==> src/rtl/lpc_pkg.sv <==
// Purpose: Constants and types for the low-power clock stop control block
// Assumes: One core clock at 125 MHz, synchronous active-high reset
// Notes: Phase pair is generated from a divided core tick
package lpc_pkg;
   localparam int LPC_CLK_MHZ = 125;
   localparam logic [3:0] LPC_SLOW_DIV = 4'hF;      // Divide by 16 (count 0..15)
   localparam logic [3:0] LPC_FULL_DIV = 4'h0;      // Divide by 1
   localparam int LPC_NUM_INT = 4;
   localparam logic [1:0] LPC_INT_MIN_LOW = 2'h2;   // Cycles low before wake is seen
   localparam logic [0:0] LPC_WAKE_DELAY = 1'h1;    // Cycles between wake and clock restart
   localparam logic LPC_GIE_SET = 1'b1;
   typedef enum logic [2:0] {
      LPC_RUN = 3'b001,
      LPC_STOP = 3'b010,
      LPC_WAKE = 3'b100
   } lpc_state_t;
endpackage

==> src/rtl/lpc_int_if.sv <==
// Purpose: Carries synchronised interrupt wake requests between modules
// Assumes: Single clock domain
// Notes: Producer is the wake filter, consumer is the control core
`timescale 1ns/1ps
`default_nettype none
interface lpc_int_if;
   logic [3:0] low_seen;
   logic arm;
   modport src (output low_seen, input arm);
   modport dst (input low_seen, output arm);
endinterface
`default_nettype wire

==> src/rtl/lpc_int_filter.sv <==
// Purpose: Synchronise active-low interrupt pins and qualify a held low level
// Assumes: Pins are asynchronous to i_clk
// Notes: Filter counters run only while armed, so stale lows before stop are not seen
`timescale 1ns/1ps
`default_nettype none
module lpc_int_filter
   import lpc_pkg::*;
(
   input wire logic i_clk,
   input wire logic i_sys_rst,
   input wire logic [3:0] i_int_n,
   lpc_int_if.src bus
);
   logic [3:0] sync_a;
   logic [3:0] sync_b;

   always_ff @(posedge i_clk) begin
      if (i_sys_rst) begin
         sync_a <= 4'hF;
         sync_b <= 4'hF;
      end else begin
         sync_a <= i_int_n;
         sync_b <= sync_a;
      end
   end

   for (genvar g = 0; g < LPC_NUM_INT; g++) begin : g_int
      logic [1:0] cnt;
      always_ff @(posedge i_clk) begin
         if (i_sys_rst || !bus.arm || sync_b[g]) begin
            cnt <= 2'h0;
         end else if (cnt != LPC_INT_MIN_LOW) begin
            cnt <= cnt + 2'h1;
         end
      end
      assign bus.low_seen[g] = (cnt == LPC_INT_MIN_LOW);
   end
endmodule // lpc_int_filter
`default_nettype wire

==> src/rtl/lpc_clock_ctrl.sv <==
// Purpose: Low-power clock control: divide-by-16 slow mode and clock-stop idle
// Assumes: Decode strobes are one-cycle pulses from the pipeline on i_clk
// Notes: Phase outputs are a tick-driven two-phase pair, not a real clock tree
// Functional notes
// - The reduced-speed instruction divides both phase outputs by 16 from its read phase.
// - The full-speed instruction restores the undivided phase rate in its read cycle.
// - Phases may restart in either phase after slow or stop operation.
// - The clock-stop idle instruction acts as idle but halts the clock in its execute phase.
// - While stopped, phase one is high and phase three is low.
// - While stopped, all outputs hold the levels of the stop instruction's execute phase; here all hold except the phase pair, which is parked one edge later.
// - In emulation mode the clock-stop idle acts as plain idle and clocks keep running.
// - Only the four external interrupt pins wake the stopped core.
// - With no enabled interrupt, only a reset leaves the stopped state.
// - A waking interrupt adds one cycle before the clocks restart.
// - The clock-stop idle sets the global interrupt enable before the clock halts.
`timescale 1ns/1ps
`default_nettype none
module lpc_clock_ctrl
   import lpc_pkg::*;
(
   input wire logic i_clk,
   input wire logic i_sys_rst,
   input wire logic i_reduced_speed_instr,
   input wire logic i_full_speed_instr,
   input wire logic i_clock_stop_idle_instr,
   input wire logic i_idle_instr,
   input wire logic i_emulation,
   input wire logic [3:0] i_int_en,
   input wire logic [3:0] i_int_n,
   input wire logic i_periph_event,
   output logic o_clock_phase_one,
   output logic o_clock_phase_three,
   output logic o_global_interrupt_enable,
   output logic o_reduced_speed,
   output logic o_clock_stopped,
   output logic o_idle,
   output logic o_wake
);
   lpc_int_if ibus ();
   lpc_state_t state;
   lpc_state_t next_state;
   logic slow;
   logic [3:0] div_cnt;
   logic tick;
   logic emu_s1;
   logic emu;
   logic wake_hit;

   lpc_int_filter u_filter (
      .i_clk(i_clk),
      .i_sys_rst(i_sys_rst),
      .i_int_n(i_int_n),
      .bus(ibus)
   );

   // Emulation is a level from the debug side, so it is synchronised before use
   always_ff @(posedge i_clk) begin
      if (i_sys_rst) begin
         emu_s1 <= 1'b0;
         emu <= 1'b0;
      end else begin
         emu_s1 <= i_emulation;
         emu <= emu_s1;
      end
   end

   // Peripheral events are deliberately ignored as wake sources
   assign wake_hit = |(ibus.low_seen & i_int_en);
   assign ibus.arm = (state == LPC_STOP);

   // Instruction strobes count only in RUN; the stalled pipeline sends none while stopped
   always_comb begin
      next_state = state;
      unique case (state)
         LPC_RUN: if (i_clock_stop_idle_instr && !emu) next_state = LPC_STOP;
         LPC_STOP: if (wake_hit) next_state = LPC_WAKE;
         LPC_WAKE: next_state = LPC_RUN;
         default: next_state = LPC_RUN;
      endcase
   end

   always_ff @(posedge i_clk) begin
      if (i_sys_rst) state <= LPC_RUN;
      else state <= next_state;
   end

   always_ff @(posedge i_clk) begin
      if (i_sys_rst) slow <= 1'b0;
      else if (state == LPC_RUN && i_full_speed_instr) slow <= 1'b0;
      else if (state == LPC_RUN && i_reduced_speed_instr) slow <= 1'b1;
   end

   // Divider clears outside RUN and after each tick, not on a speed change, so phase continuity is not kept
   always_ff @(posedge i_clk) begin
      if (i_sys_rst || state != LPC_RUN) div_cnt <= 4'h0;
      else if (tick) div_cnt <= 4'h0;
      else div_cnt <= div_cnt + 4'h1;
   end
   assign tick = (state == LPC_RUN) && (div_cnt >= (slow ? LPC_SLOW_DIV : LPC_FULL_DIV));

   // Phase three copies the old phase one, so the pair never overlaps
   always_ff @(posedge i_clk) begin
      if (i_sys_rst) begin
         o_clock_phase_one <= 1'b1;
         o_clock_phase_three <= 1'b0;
      end else if (state != LPC_RUN) begin
         o_clock_phase_one <= 1'b1;
         o_clock_phase_three <= 1'b0;
      end else if (tick) begin
         o_clock_phase_one <= ~o_clock_phase_one;
         o_clock_phase_three <= o_clock_phase_one;
      end
   end

   // Set ahead of the halt so the waking interrupt is taken; only reset clears it
   always_ff @(posedge i_clk) begin
      if (i_sys_rst) o_global_interrupt_enable <= 1'b0;
      else if (state == LPC_RUN && i_clock_stop_idle_instr) o_global_interrupt_enable <= LPC_GIE_SET;
   end

   // Status outputs freeze while stopped
   // Idle is a one-cycle flag, not stretched over the whole idle period
   always_ff @(posedge i_clk) begin
      if (i_sys_rst) begin
         o_reduced_speed <= 1'b0;
         o_idle <= 1'b0;
      end else if (state == LPC_RUN) begin
         o_reduced_speed <= slow;
         o_idle <= i_idle_instr || (i_clock_stop_idle_instr && emu);
      end
   end

   // Built from next_state so the flag rises on the stopping edge itself
   always_ff @(posedge i_clk) begin
      if (i_sys_rst) begin
         o_clock_stopped <= 1'b0;
         o_wake <= 1'b0;
      end else begin
         o_clock_stopped <= (next_state != LPC_RUN);
         o_wake <= (state == LPC_WAKE);
      end
   end

   // Checker helper: age of the current phase-one level, read from the pin itself
   logic prev_phase_one;
   logic [4:0] phase_age;
   always_ff @(posedge i_clk) begin
      if (i_sys_rst) begin
         prev_phase_one <= 1'b1;
         phase_age <= 5'h00;
      end else begin
         prev_phase_one <= o_clock_phase_one;
         if (prev_phase_one != o_clock_phase_one) phase_age <= 5'h01;
         else if (phase_age != 5'h1F) phase_age <= phase_age + 5'h01;
      end
   end

   // Stop, wake and rate checks
   a_stop_phase: assert property (@(posedge i_clk) disable iff (i_sys_rst)
      state == LPC_STOP |=> o_clock_phase_one && !o_clock_phase_three)
      else $error("phase pair not parked while stopped");
   a_emu_nostop: assert property (@(posedge i_clk) disable iff (i_sys_rst)
      state == LPC_RUN && emu && i_clock_stop_idle_instr |=> state == LPC_RUN)
      else $error("clock stopped in emulation");
   a_stop_enter: assert property (@(posedge i_clk) disable iff (i_sys_rst)
      state == LPC_RUN && !emu && i_clock_stop_idle_instr |=> state == LPC_STOP)
      else $error("clock stop idle did not stop");
   a_gie_set: assert property (@(posedge i_clk) disable iff (i_sys_rst)
      state == LPC_RUN && i_clock_stop_idle_instr |=> o_global_interrupt_enable)
      else $error("interrupt enable not set");
   a_wake_delay: assert property (@(posedge i_clk) disable iff (i_sys_rst)
      state == LPC_STOP && wake_hit |=> state == LPC_WAKE ##1 state == LPC_RUN)
      else $error("wake delay wrong");
   a_stay_halted: assert property (@(posedge i_clk) disable iff (i_sys_rst)
      state == LPC_STOP && !wake_hit |=> state == LPC_STOP)
      else $error("left stop without interrupt");
   a_periph_nowake: assert property (@(posedge i_clk) disable iff (i_sys_rst)
      state == LPC_STOP && i_periph_event && ((ibus.low_seen & i_int_en) == 4'h0)
      |=> state == LPC_STOP)
      else $error("peripheral event woke core");
   a_slow_rate: assert property (@(posedge i_clk) disable iff (i_sys_rst)
      state == LPC_RUN && slow && tick && !i_full_speed_instr && !i_clock_stop_idle_instr
      |=> (!tick || !slow) [*8])
      else $error("slow divide too fast");
   a_full_rate: assert property (@(posedge i_clk) disable iff (i_sys_rst)
      state == LPC_RUN && !slow |=> o_clock_phase_one != $past(o_clock_phase_one))
      else $error("full speed not undivided");
   a_status_hold: assert property (@(posedge i_clk) disable iff (i_sys_rst)
      state == LPC_STOP |=> $stable(o_reduced_speed) && $stable(o_idle))
      else $error("outputs moved while stopped");
   a_slow_spacing: assert property (@(posedge i_clk) disable iff (i_sys_rst)
      $past(slow) && $past(state) == LPC_RUN && prev_phase_one != o_clock_phase_one
      |-> phase_age > {1'b0, LPC_SLOW_DIV})
      else $error("slow phase moved early");
   a_stop_flag: assert property (@(posedge i_clk) disable iff (i_sys_rst)
      state == LPC_STOP |-> o_clock_stopped)
      else $error("stopped flag low while stopped");
   a_wake_pulse: assert property (@(posedge i_clk) disable iff (i_sys_rst)
      state == LPC_WAKE |=> o_wake ##1 !o_wake)
      else $error("wake flag not a single cycle");

   // Reset checks
   a_reset_full: assert property (@(posedge i_clk)
      i_sys_rst |=> !slow && state == LPC_RUN)
      else $error("reset left slow or stopped");
   a_reset_pins: assert property (@(posedge i_clk)
      i_sys_rst |=> o_clock_phase_one && !o_clock_phase_three && !o_clock_stopped
      && !o_global_interrupt_enable && !o_wake)
      else $error("outputs not at reset levels");

   // Main scenarios
   c_slow: cover property (@(posedge i_clk) disable iff (i_sys_rst) $rose(slow));
   c_full: cover property (@(posedge i_clk) disable iff (i_sys_rst) $fell(slow));
   c_stop: cover property (@(posedge i_clk) disable iff (i_sys_rst) state == LPC_STOP);
   c_wake: cover property (@(posedge i_clk) disable iff (i_sys_rst) state == LPC_WAKE);
   c_emu_idle: cover property (@(posedge i_clk) disable iff (i_sys_rst)
      emu && i_clock_stop_idle_instr);
endmodule // lpc_clock_ctrl
`default_nettype wire

==> config.mk <==
export PLATFORM = sky130hd
export DESIGN_NAME = lpc_clock_ctrl
export DESIGN_NICKNAME = d
export VERILOG_FILES = /design/src/rtl/lpc_pkg.sv /design/src/rtl/lpc_int_if.sv /design/src/rtl/lpc_int_filter.sv /design/src/rtl/lpc_clock_ctrl.sv
export SDC_FILE = /design/constraint.sdc
export NUM_CORES = 1
export LEC_CHECK = 0
export BUFFER_PORTS_ARGS = -buffer_cell sky130_fd_sc_hd__buf_4
export CAP_MARGIN = 20
export CORE_MARGIN = 4
export CORE_UTILIZATION = 47
export DETAILED_ROUTE_END_ITERATION = 8
export PLACE_DENSITY = 0.74
export SKIP_LAST_GASP = 1
export SLEW_MARGIN = 10
export SYNTH_ARGS = -nofsm -noshare
export SYNTH_HDL_FRONTEND = slang
export SYNTH_SLANG_ARGS = --single-unit
==> constraint.sdc <==
create_clock -name i_clk -period 1.7 [get_ports i_clk]
set_clock_uncertainty 0.2 [all_clocks]
set_input_delay 0.085 -clock i_clk [delete_from_list [all_inputs] [get_ports i_clk]]
set_output_delay 0.085 -clock i_clk [all_outputs]
set_load 0.02 [all_outputs]
Word-level counts from Yosys, hierarchy flattened
Cells that the tools add are included.
{"block": "classes", "n_eq_ne": 13, "reduce_logical": 19, "muxes": 4, "magnitude_cmp": 1, "bitwise_logic": 2, "n_addsub": 5}
{"cell": "$add 2x1->2 const B", "count": 4}
{"cell": "$eq 2x2->1 const B", "count": 4}
{"cell": "$ne 2x2->1 const B", "count": 4}
{"cell": "$logic_or 1x1->1", "count": 7}
{"cell": "$logic_and 1x1->1", "count": 6}
{"cell": "$mux 3", "count": 2}
{"cell": "$ne 3x1->1 const B", "count": 2}
{"cell": "$pmux 3 s2", "count": 1}
{"cell": "$reduce_or 2->1", "count": 3}
{"cell": "$add 4x1->4 const B", "count": 1}
{"cell": "$and 4x4->4", "count": 1}
{"cell": "$ge 4x4->1", "count": 1}
{"cell": "$mux 4", "count": 1}
{"cell": "$reduce_or 4->1", "count": 1}
{"cell": "$eq 3x1->1 const B", "count": 1}
{"cell": "$eq 3x2->1 const B", "count": 1}
{"cell": "$eq 3x3->1 const B", "count": 1}
{"cell": "$logic_not 1->1", "count": 2}
{"cell": "$not 1->1", "count": 1}
{"block": "totals", "elab_cells": 62, "regBits": 33, "in_bits": 16}

Longest topological paths before layout
{"block": "depth", "depth_word": 6, "ltp_mapped": 6, "mapped_depth_nobuf": 6}

Hierarchy
A second synthesis with hierarchy kept.
{"block": "hier_totals", "cells_unflattened": 125, "area_unflattened_um2": 1398.8}
{"module": "lpc_clock_ctrl", "area_per_inst_um2": 723.2, "cells_each": 67, "instances": 1}
{"module": "lpc_int_filter", "area_per_inst_um2": 675.6, "cells_each": 58, "instances": 1}

Worst setup path before layout
OpenSTA, ideal clock, no wires.
{"block": "synth_timing", "kind": "register -> register", "from": "register div_cnt[0]", "to": "register o_clock_phase_three", "setup_ns": 0.116, "t_required_ns": 1.384, "arrival_ns": 1.520, "path_slack_ns": -0.136, "path_stages_with_launch": 7, "path_cell_list": "dfxtp_1 -> inv_1 -> ha_1 -> nand2b_1 -> a2111oi_2 -> nor3_1 -> a31o_2"}
{"block": "synth_via", "elab_chain_len": 2}
{"item": "start: declaration", "line_no": "lpc_clock_ctrl.sv:43", "rtl": "logic [3:0] div_cnt;"}
{"item": "start signal: assignment", "line_no": "lpc_clock_ctrl.sv:97", "rtl": "else div_cnt <= div_cnt + 4'h1;"}
{"item": "$ge 4x4->1", "line_no": "lpc_clock_ctrl.sv:99", "rtl": "assign tick = (state == LPC_RUN) && (div_cnt >= (slow ? LPC_SLOW_DIV : LPC_FULL_DIV));"}
{"item": "$logic_and 1x1->1", "line_no": "lpc_clock_ctrl.sv:99"}
{"item": "end signal: assignment", "line_no": "lpc_clock_ctrl.sv:111", "rtl": "o_clock_phase_three <= o_clock_phase_one;"}
{"item": "end: declaration", "line_no": "lpc_clock_ctrl.sv:32", "rtl": "output logic o_clock_phase_three,"}
No other way between the ends.
A chain may end at the register's enable or synchronous reset.

Final worst setup path
{"block": "layout_timing", "from": "register slow", "to": "register o_clock_phase_three"}
{"block": "layout_via", "elab_chain_len": 3}
{"item": "start: declaration", "line_no": "lpc_clock_ctrl.sv:42", "rtl": "logic slow;"}
{"item": "start signal: assignment", "line_no": "lpc_clock_ctrl.sv:88", "rtl": "if (i_sys_rst) slow <= 1'b0;"}
{"item": "start signal: assignment", "line_no": "lpc_clock_ctrl.sv:89", "rtl": "else if (state == LPC_RUN && i_full_speed_instr) slow <= 1'b0;"}
{"item": "start signal: assignment", "line_no": "lpc_clock_ctrl.sv:90", "rtl": "else if (state == LPC_RUN && i_reduced_speed_instr) slow <= 1'b1;"}
{"item": "$mux 4", "line_no": "lpc_clock_ctrl.sv:99"}
{"item": "$ge 4x4->1", "line_no": "lpc_clock_ctrl.sv:99"}
{"item": "$logic_and 1x1->1", "line_no": "lpc_clock_ctrl.sv:99"}
No other way between the ends.

==> flow_metrics.py <==
metrics = {
    "run_status": {
        "status": "completed",
    },
    "logic_synthesis": {
        "synth_edf_count": 0,
        "ys_types": 30,
        "synth_fp_nets": 144,
        "yosys_warnings": 0,
        "async_flop_share": 0,
        "synthFlopType": "dfxtp_1",
        "synthTopCellsByArea": "dfxtp_1 54%, ha_1 9.2%, or2_2 4.6%",
        "synth_top_area_frac": 0.538,
        "synth-seq-cells": 33,
        "synth_common_cells": "33 x dfxtp_1, 11 x nor2_1",
        "synth.avg_cell_area_um2": 10.3,
        "synth_most_common_cell": "dfxtp_1",
        "netlist_area_um2": 1230,
        "synth-seq-area-share": 0.538,
        "postSynthCellCount": 119,
        "synth_largest_area_cell": "dfxtp_1",
    },
    "setup_path": {
        "crit_buf_inv": 1,
        "cp.required_ns": 1.72,
        "critPathArrivalTime_ns": 1.71,
        "worstSetupStartpointType": "register",
        "cp-end-kind": "register",
        "criticalPathCategory": "register to register",
        "cpLargestDelayFamily": "flip-flops",
        "worstReg2RegStart": "slow",
        "path_depth": 6,
        "r2r_slack_ns": 0.007,
        "cp_slowest_cell": "dfxtp_4",
        "slowest_delay_ns": 0.39,
        "rr_endpoint": "o_clock_phase_three",
        "path_cells": "inv_4 -> ha_2 -> o21a_1 -> nor2_2 -> or2_4 -> a31o_4",
        "r2r_cells": 6,
        "crit_fanout": 3,
    },
    "detailed_routing": {
        "drt_iter0_markers": 19,
        "viasPerCell": 4.86,
        "ant_nets": 0,
        "drt_wl_total_mm": 2.48,
        "avgRoutedWirePerCell_um": 12.2,
        "num_vias": 987,
        "drc_errors": 0,
        "drtPass1Iterations": 4,
    },
    "floorplan": {
        "die-area_um2": 3500,
        "fp.dieH_um": 59.1,
        "io_pins": 23,
        "core_um2": 2480,
        "die_x_um": 59.1,
        "start_util": 0.496,
        "placementRows": 18,
    },
    "cells_and_area": {
        "diodes": 0,
        "layoutNonFillerInstCount": 203,
        "nets": 197,
        "fin_util": 0.743,
        "drive_gt1_frac": 0.353,
        "area_delta_synth_final_pct": 49.8,
        "fillCellCount": 174,
    },
    "place": {
        "place_hpwl_mm": 1.58,
        "post-place-cells": 174,
        "place_congestion": 0.658,
        "io_buffer_count": 21,
    },
    "cts": {
        "path_clk_slew_ns": 0.09,
        "clockBufferDepth": 2,
        "cts_tree": "done",
        "cts_made_buffers": 5,
        "numClockSinks": 33,
        "h-tree-depth": 2,
        "cts_root_buf": "clkbuf_4",
        "insertion_delay_ns": 0.32,
    },
    "sta": {
        "relSlewSlack": 0.755,
        "max_slew.worst_pin.slew_ns": 0.367,
        "final-setup-viol-count": 0,
        "whs_ns": 0.120,
        "hold_viol_final": 0,
        "maxClockFrequency_mhz": 591,
        "period_share": 0.996,
        "tns_ns": 0,
        "drv_slew": 0,
        "rsz0062_at_grt": "true",
        "fin_crit_ns": 1.69,
    },
    "grt": {
        "overflow": 0,
        "grt_pass1_vias": 995,
        "antenna_found_initial": 0,
        "grtUsageTotal": 0.162,
        "grt_max_degree": 12,
        "grt_pass1_wl_mm": 4.24,
    },
    "pwr": {
        "ir_worst_vdd_mv": 1.00,
        "power-per-cell-area_nw_per_um2": 929,
        "cellLeakagePower_uw": 0.000790,
    },
    "min_path": {
        "min_from": "i_sys_rst",
        "hold_class": "input port to register",
        "min_to": "div_cnt[1]",
        "whs_path_depth": 4,
    },
    "job": {
        "max-cap-violations": 0,
    },
}
metal layers:
layer,vias to the layer above,share of wire,track usage
met5,-,0,0
met4,0,0.0056,0.0485
met3,3,0.041,0.0414
met2,20,0.52,0.284
met1,453,0.43,0.194
li1,511,-,-
metrics by stage:
stage               total power (uW)  cell area [um2]  setup WS, ns
floorplan                        966             1260       0.00131
global placement                1050             1490       -0.0118
detailed placement              1060             1490       -0.0352
CTS                             1710             1800       -0.0531
global route                    1800             1840       -0.0463
finish                          1710             1840       0.00673
worst max path at each step:
stage / from / endpoint
6_report: slow / o_clock_phase_three
4_1_cts: div_cnt[0] / o_clock_phase_three
3_5_place_dp: div_cnt[0] / o_clock_phase_three
2_1_floorplan: div_cnt[0] / o_clock_phase_three
5_1_grt: slow / o_clock_phase_three
3_3_place_gp: div_cnt[0] / o_clock_phase_three
state kept, by name, indices dropped and copies added (netlist names):
register,count
state,3
o_idle,1
u_filter.sync_b,4
o_reduced_speed,1
slow,1
o_wake,1
o_clock_phase_one,1
o_clock_phase_three,1
div_cnt,4
o_global_interrupt_enable,1
u_filter.g_int.cnt,8
u_filter.sync_a,4
emu,1
o_clock_stopped,1
emu_s1,1
logic make-up (layout without fill, tap and decap cells):
kind of cell / after synthesis / count (layout) / share of synthesized area
compound gates: 18 / 18 / 0.0947
xor+xnor: 6 / 6 / 0.0428
fa+ha+maj: 9 / 9 / 0.0917
buf+inv: 9 / 63 / 0.0285
flops: 33 / 33 / 0.538
mux: 1 / 1 / 0.00815
simple gates: 43 / 43 / 0.197
where the power goes:
group          switching, uW  internal [uW]  leakage [uW]
combinational            113            165      0.000473
clock                    243            351     0.0000455
sequential              25.4            812      0.000271
total                    382           1330      0.000790
worst register-to-register path, delay by kind of cell, from the launching register on:
family,cells,cell delay [ns]
buffers and inverters,1,0.05
flip-flops,1,0.39
adder cells (fa/ha/maj),1,0.30
AND/OR/NAND/NOR,2,0.31
AO/OA/AOI/OAI,2,0.35
cells in the final DEF, fill, tap and decap left out, types with 2 or more instances in the layout:
cell type	n
dfxtp_1	30
buf_4	28
dlygate4sd3_1	20
nor2_1	10
nor3_1	8
or2_2	8
a21oi_1	7
ha_1	6
inv_1	5
xor2_1	5
clkbuf_4	5
nor2b_1	3
nand2_1	2
a21oi_2	2
a211oi_1	2
a22oi_1	2
ha_4	2
dfxtp_2	2
what timing repair did:
item,4_1_cts,5_1_grt
hold buffers,20,1
resized for setup,5,9
cloned,0,0
setup buffers,0,1
endpoints found under the hold margin,19,1
pin swaps,3,4
setup endpoints to repair,6,7
area by class of cell:
cell class,instances,area (um2),area share
clock buffer,7,55.1,0.0299
timing repair buffer,48,410,0.223
multi-input combinational,77,612,0.332
sequential,33,667,0.362
tap,30,37.5,0.0204
clock inverter,1,30.0,0.0163
inverter,7,28.8,0.0156
(Power assumes the default switching activity.)
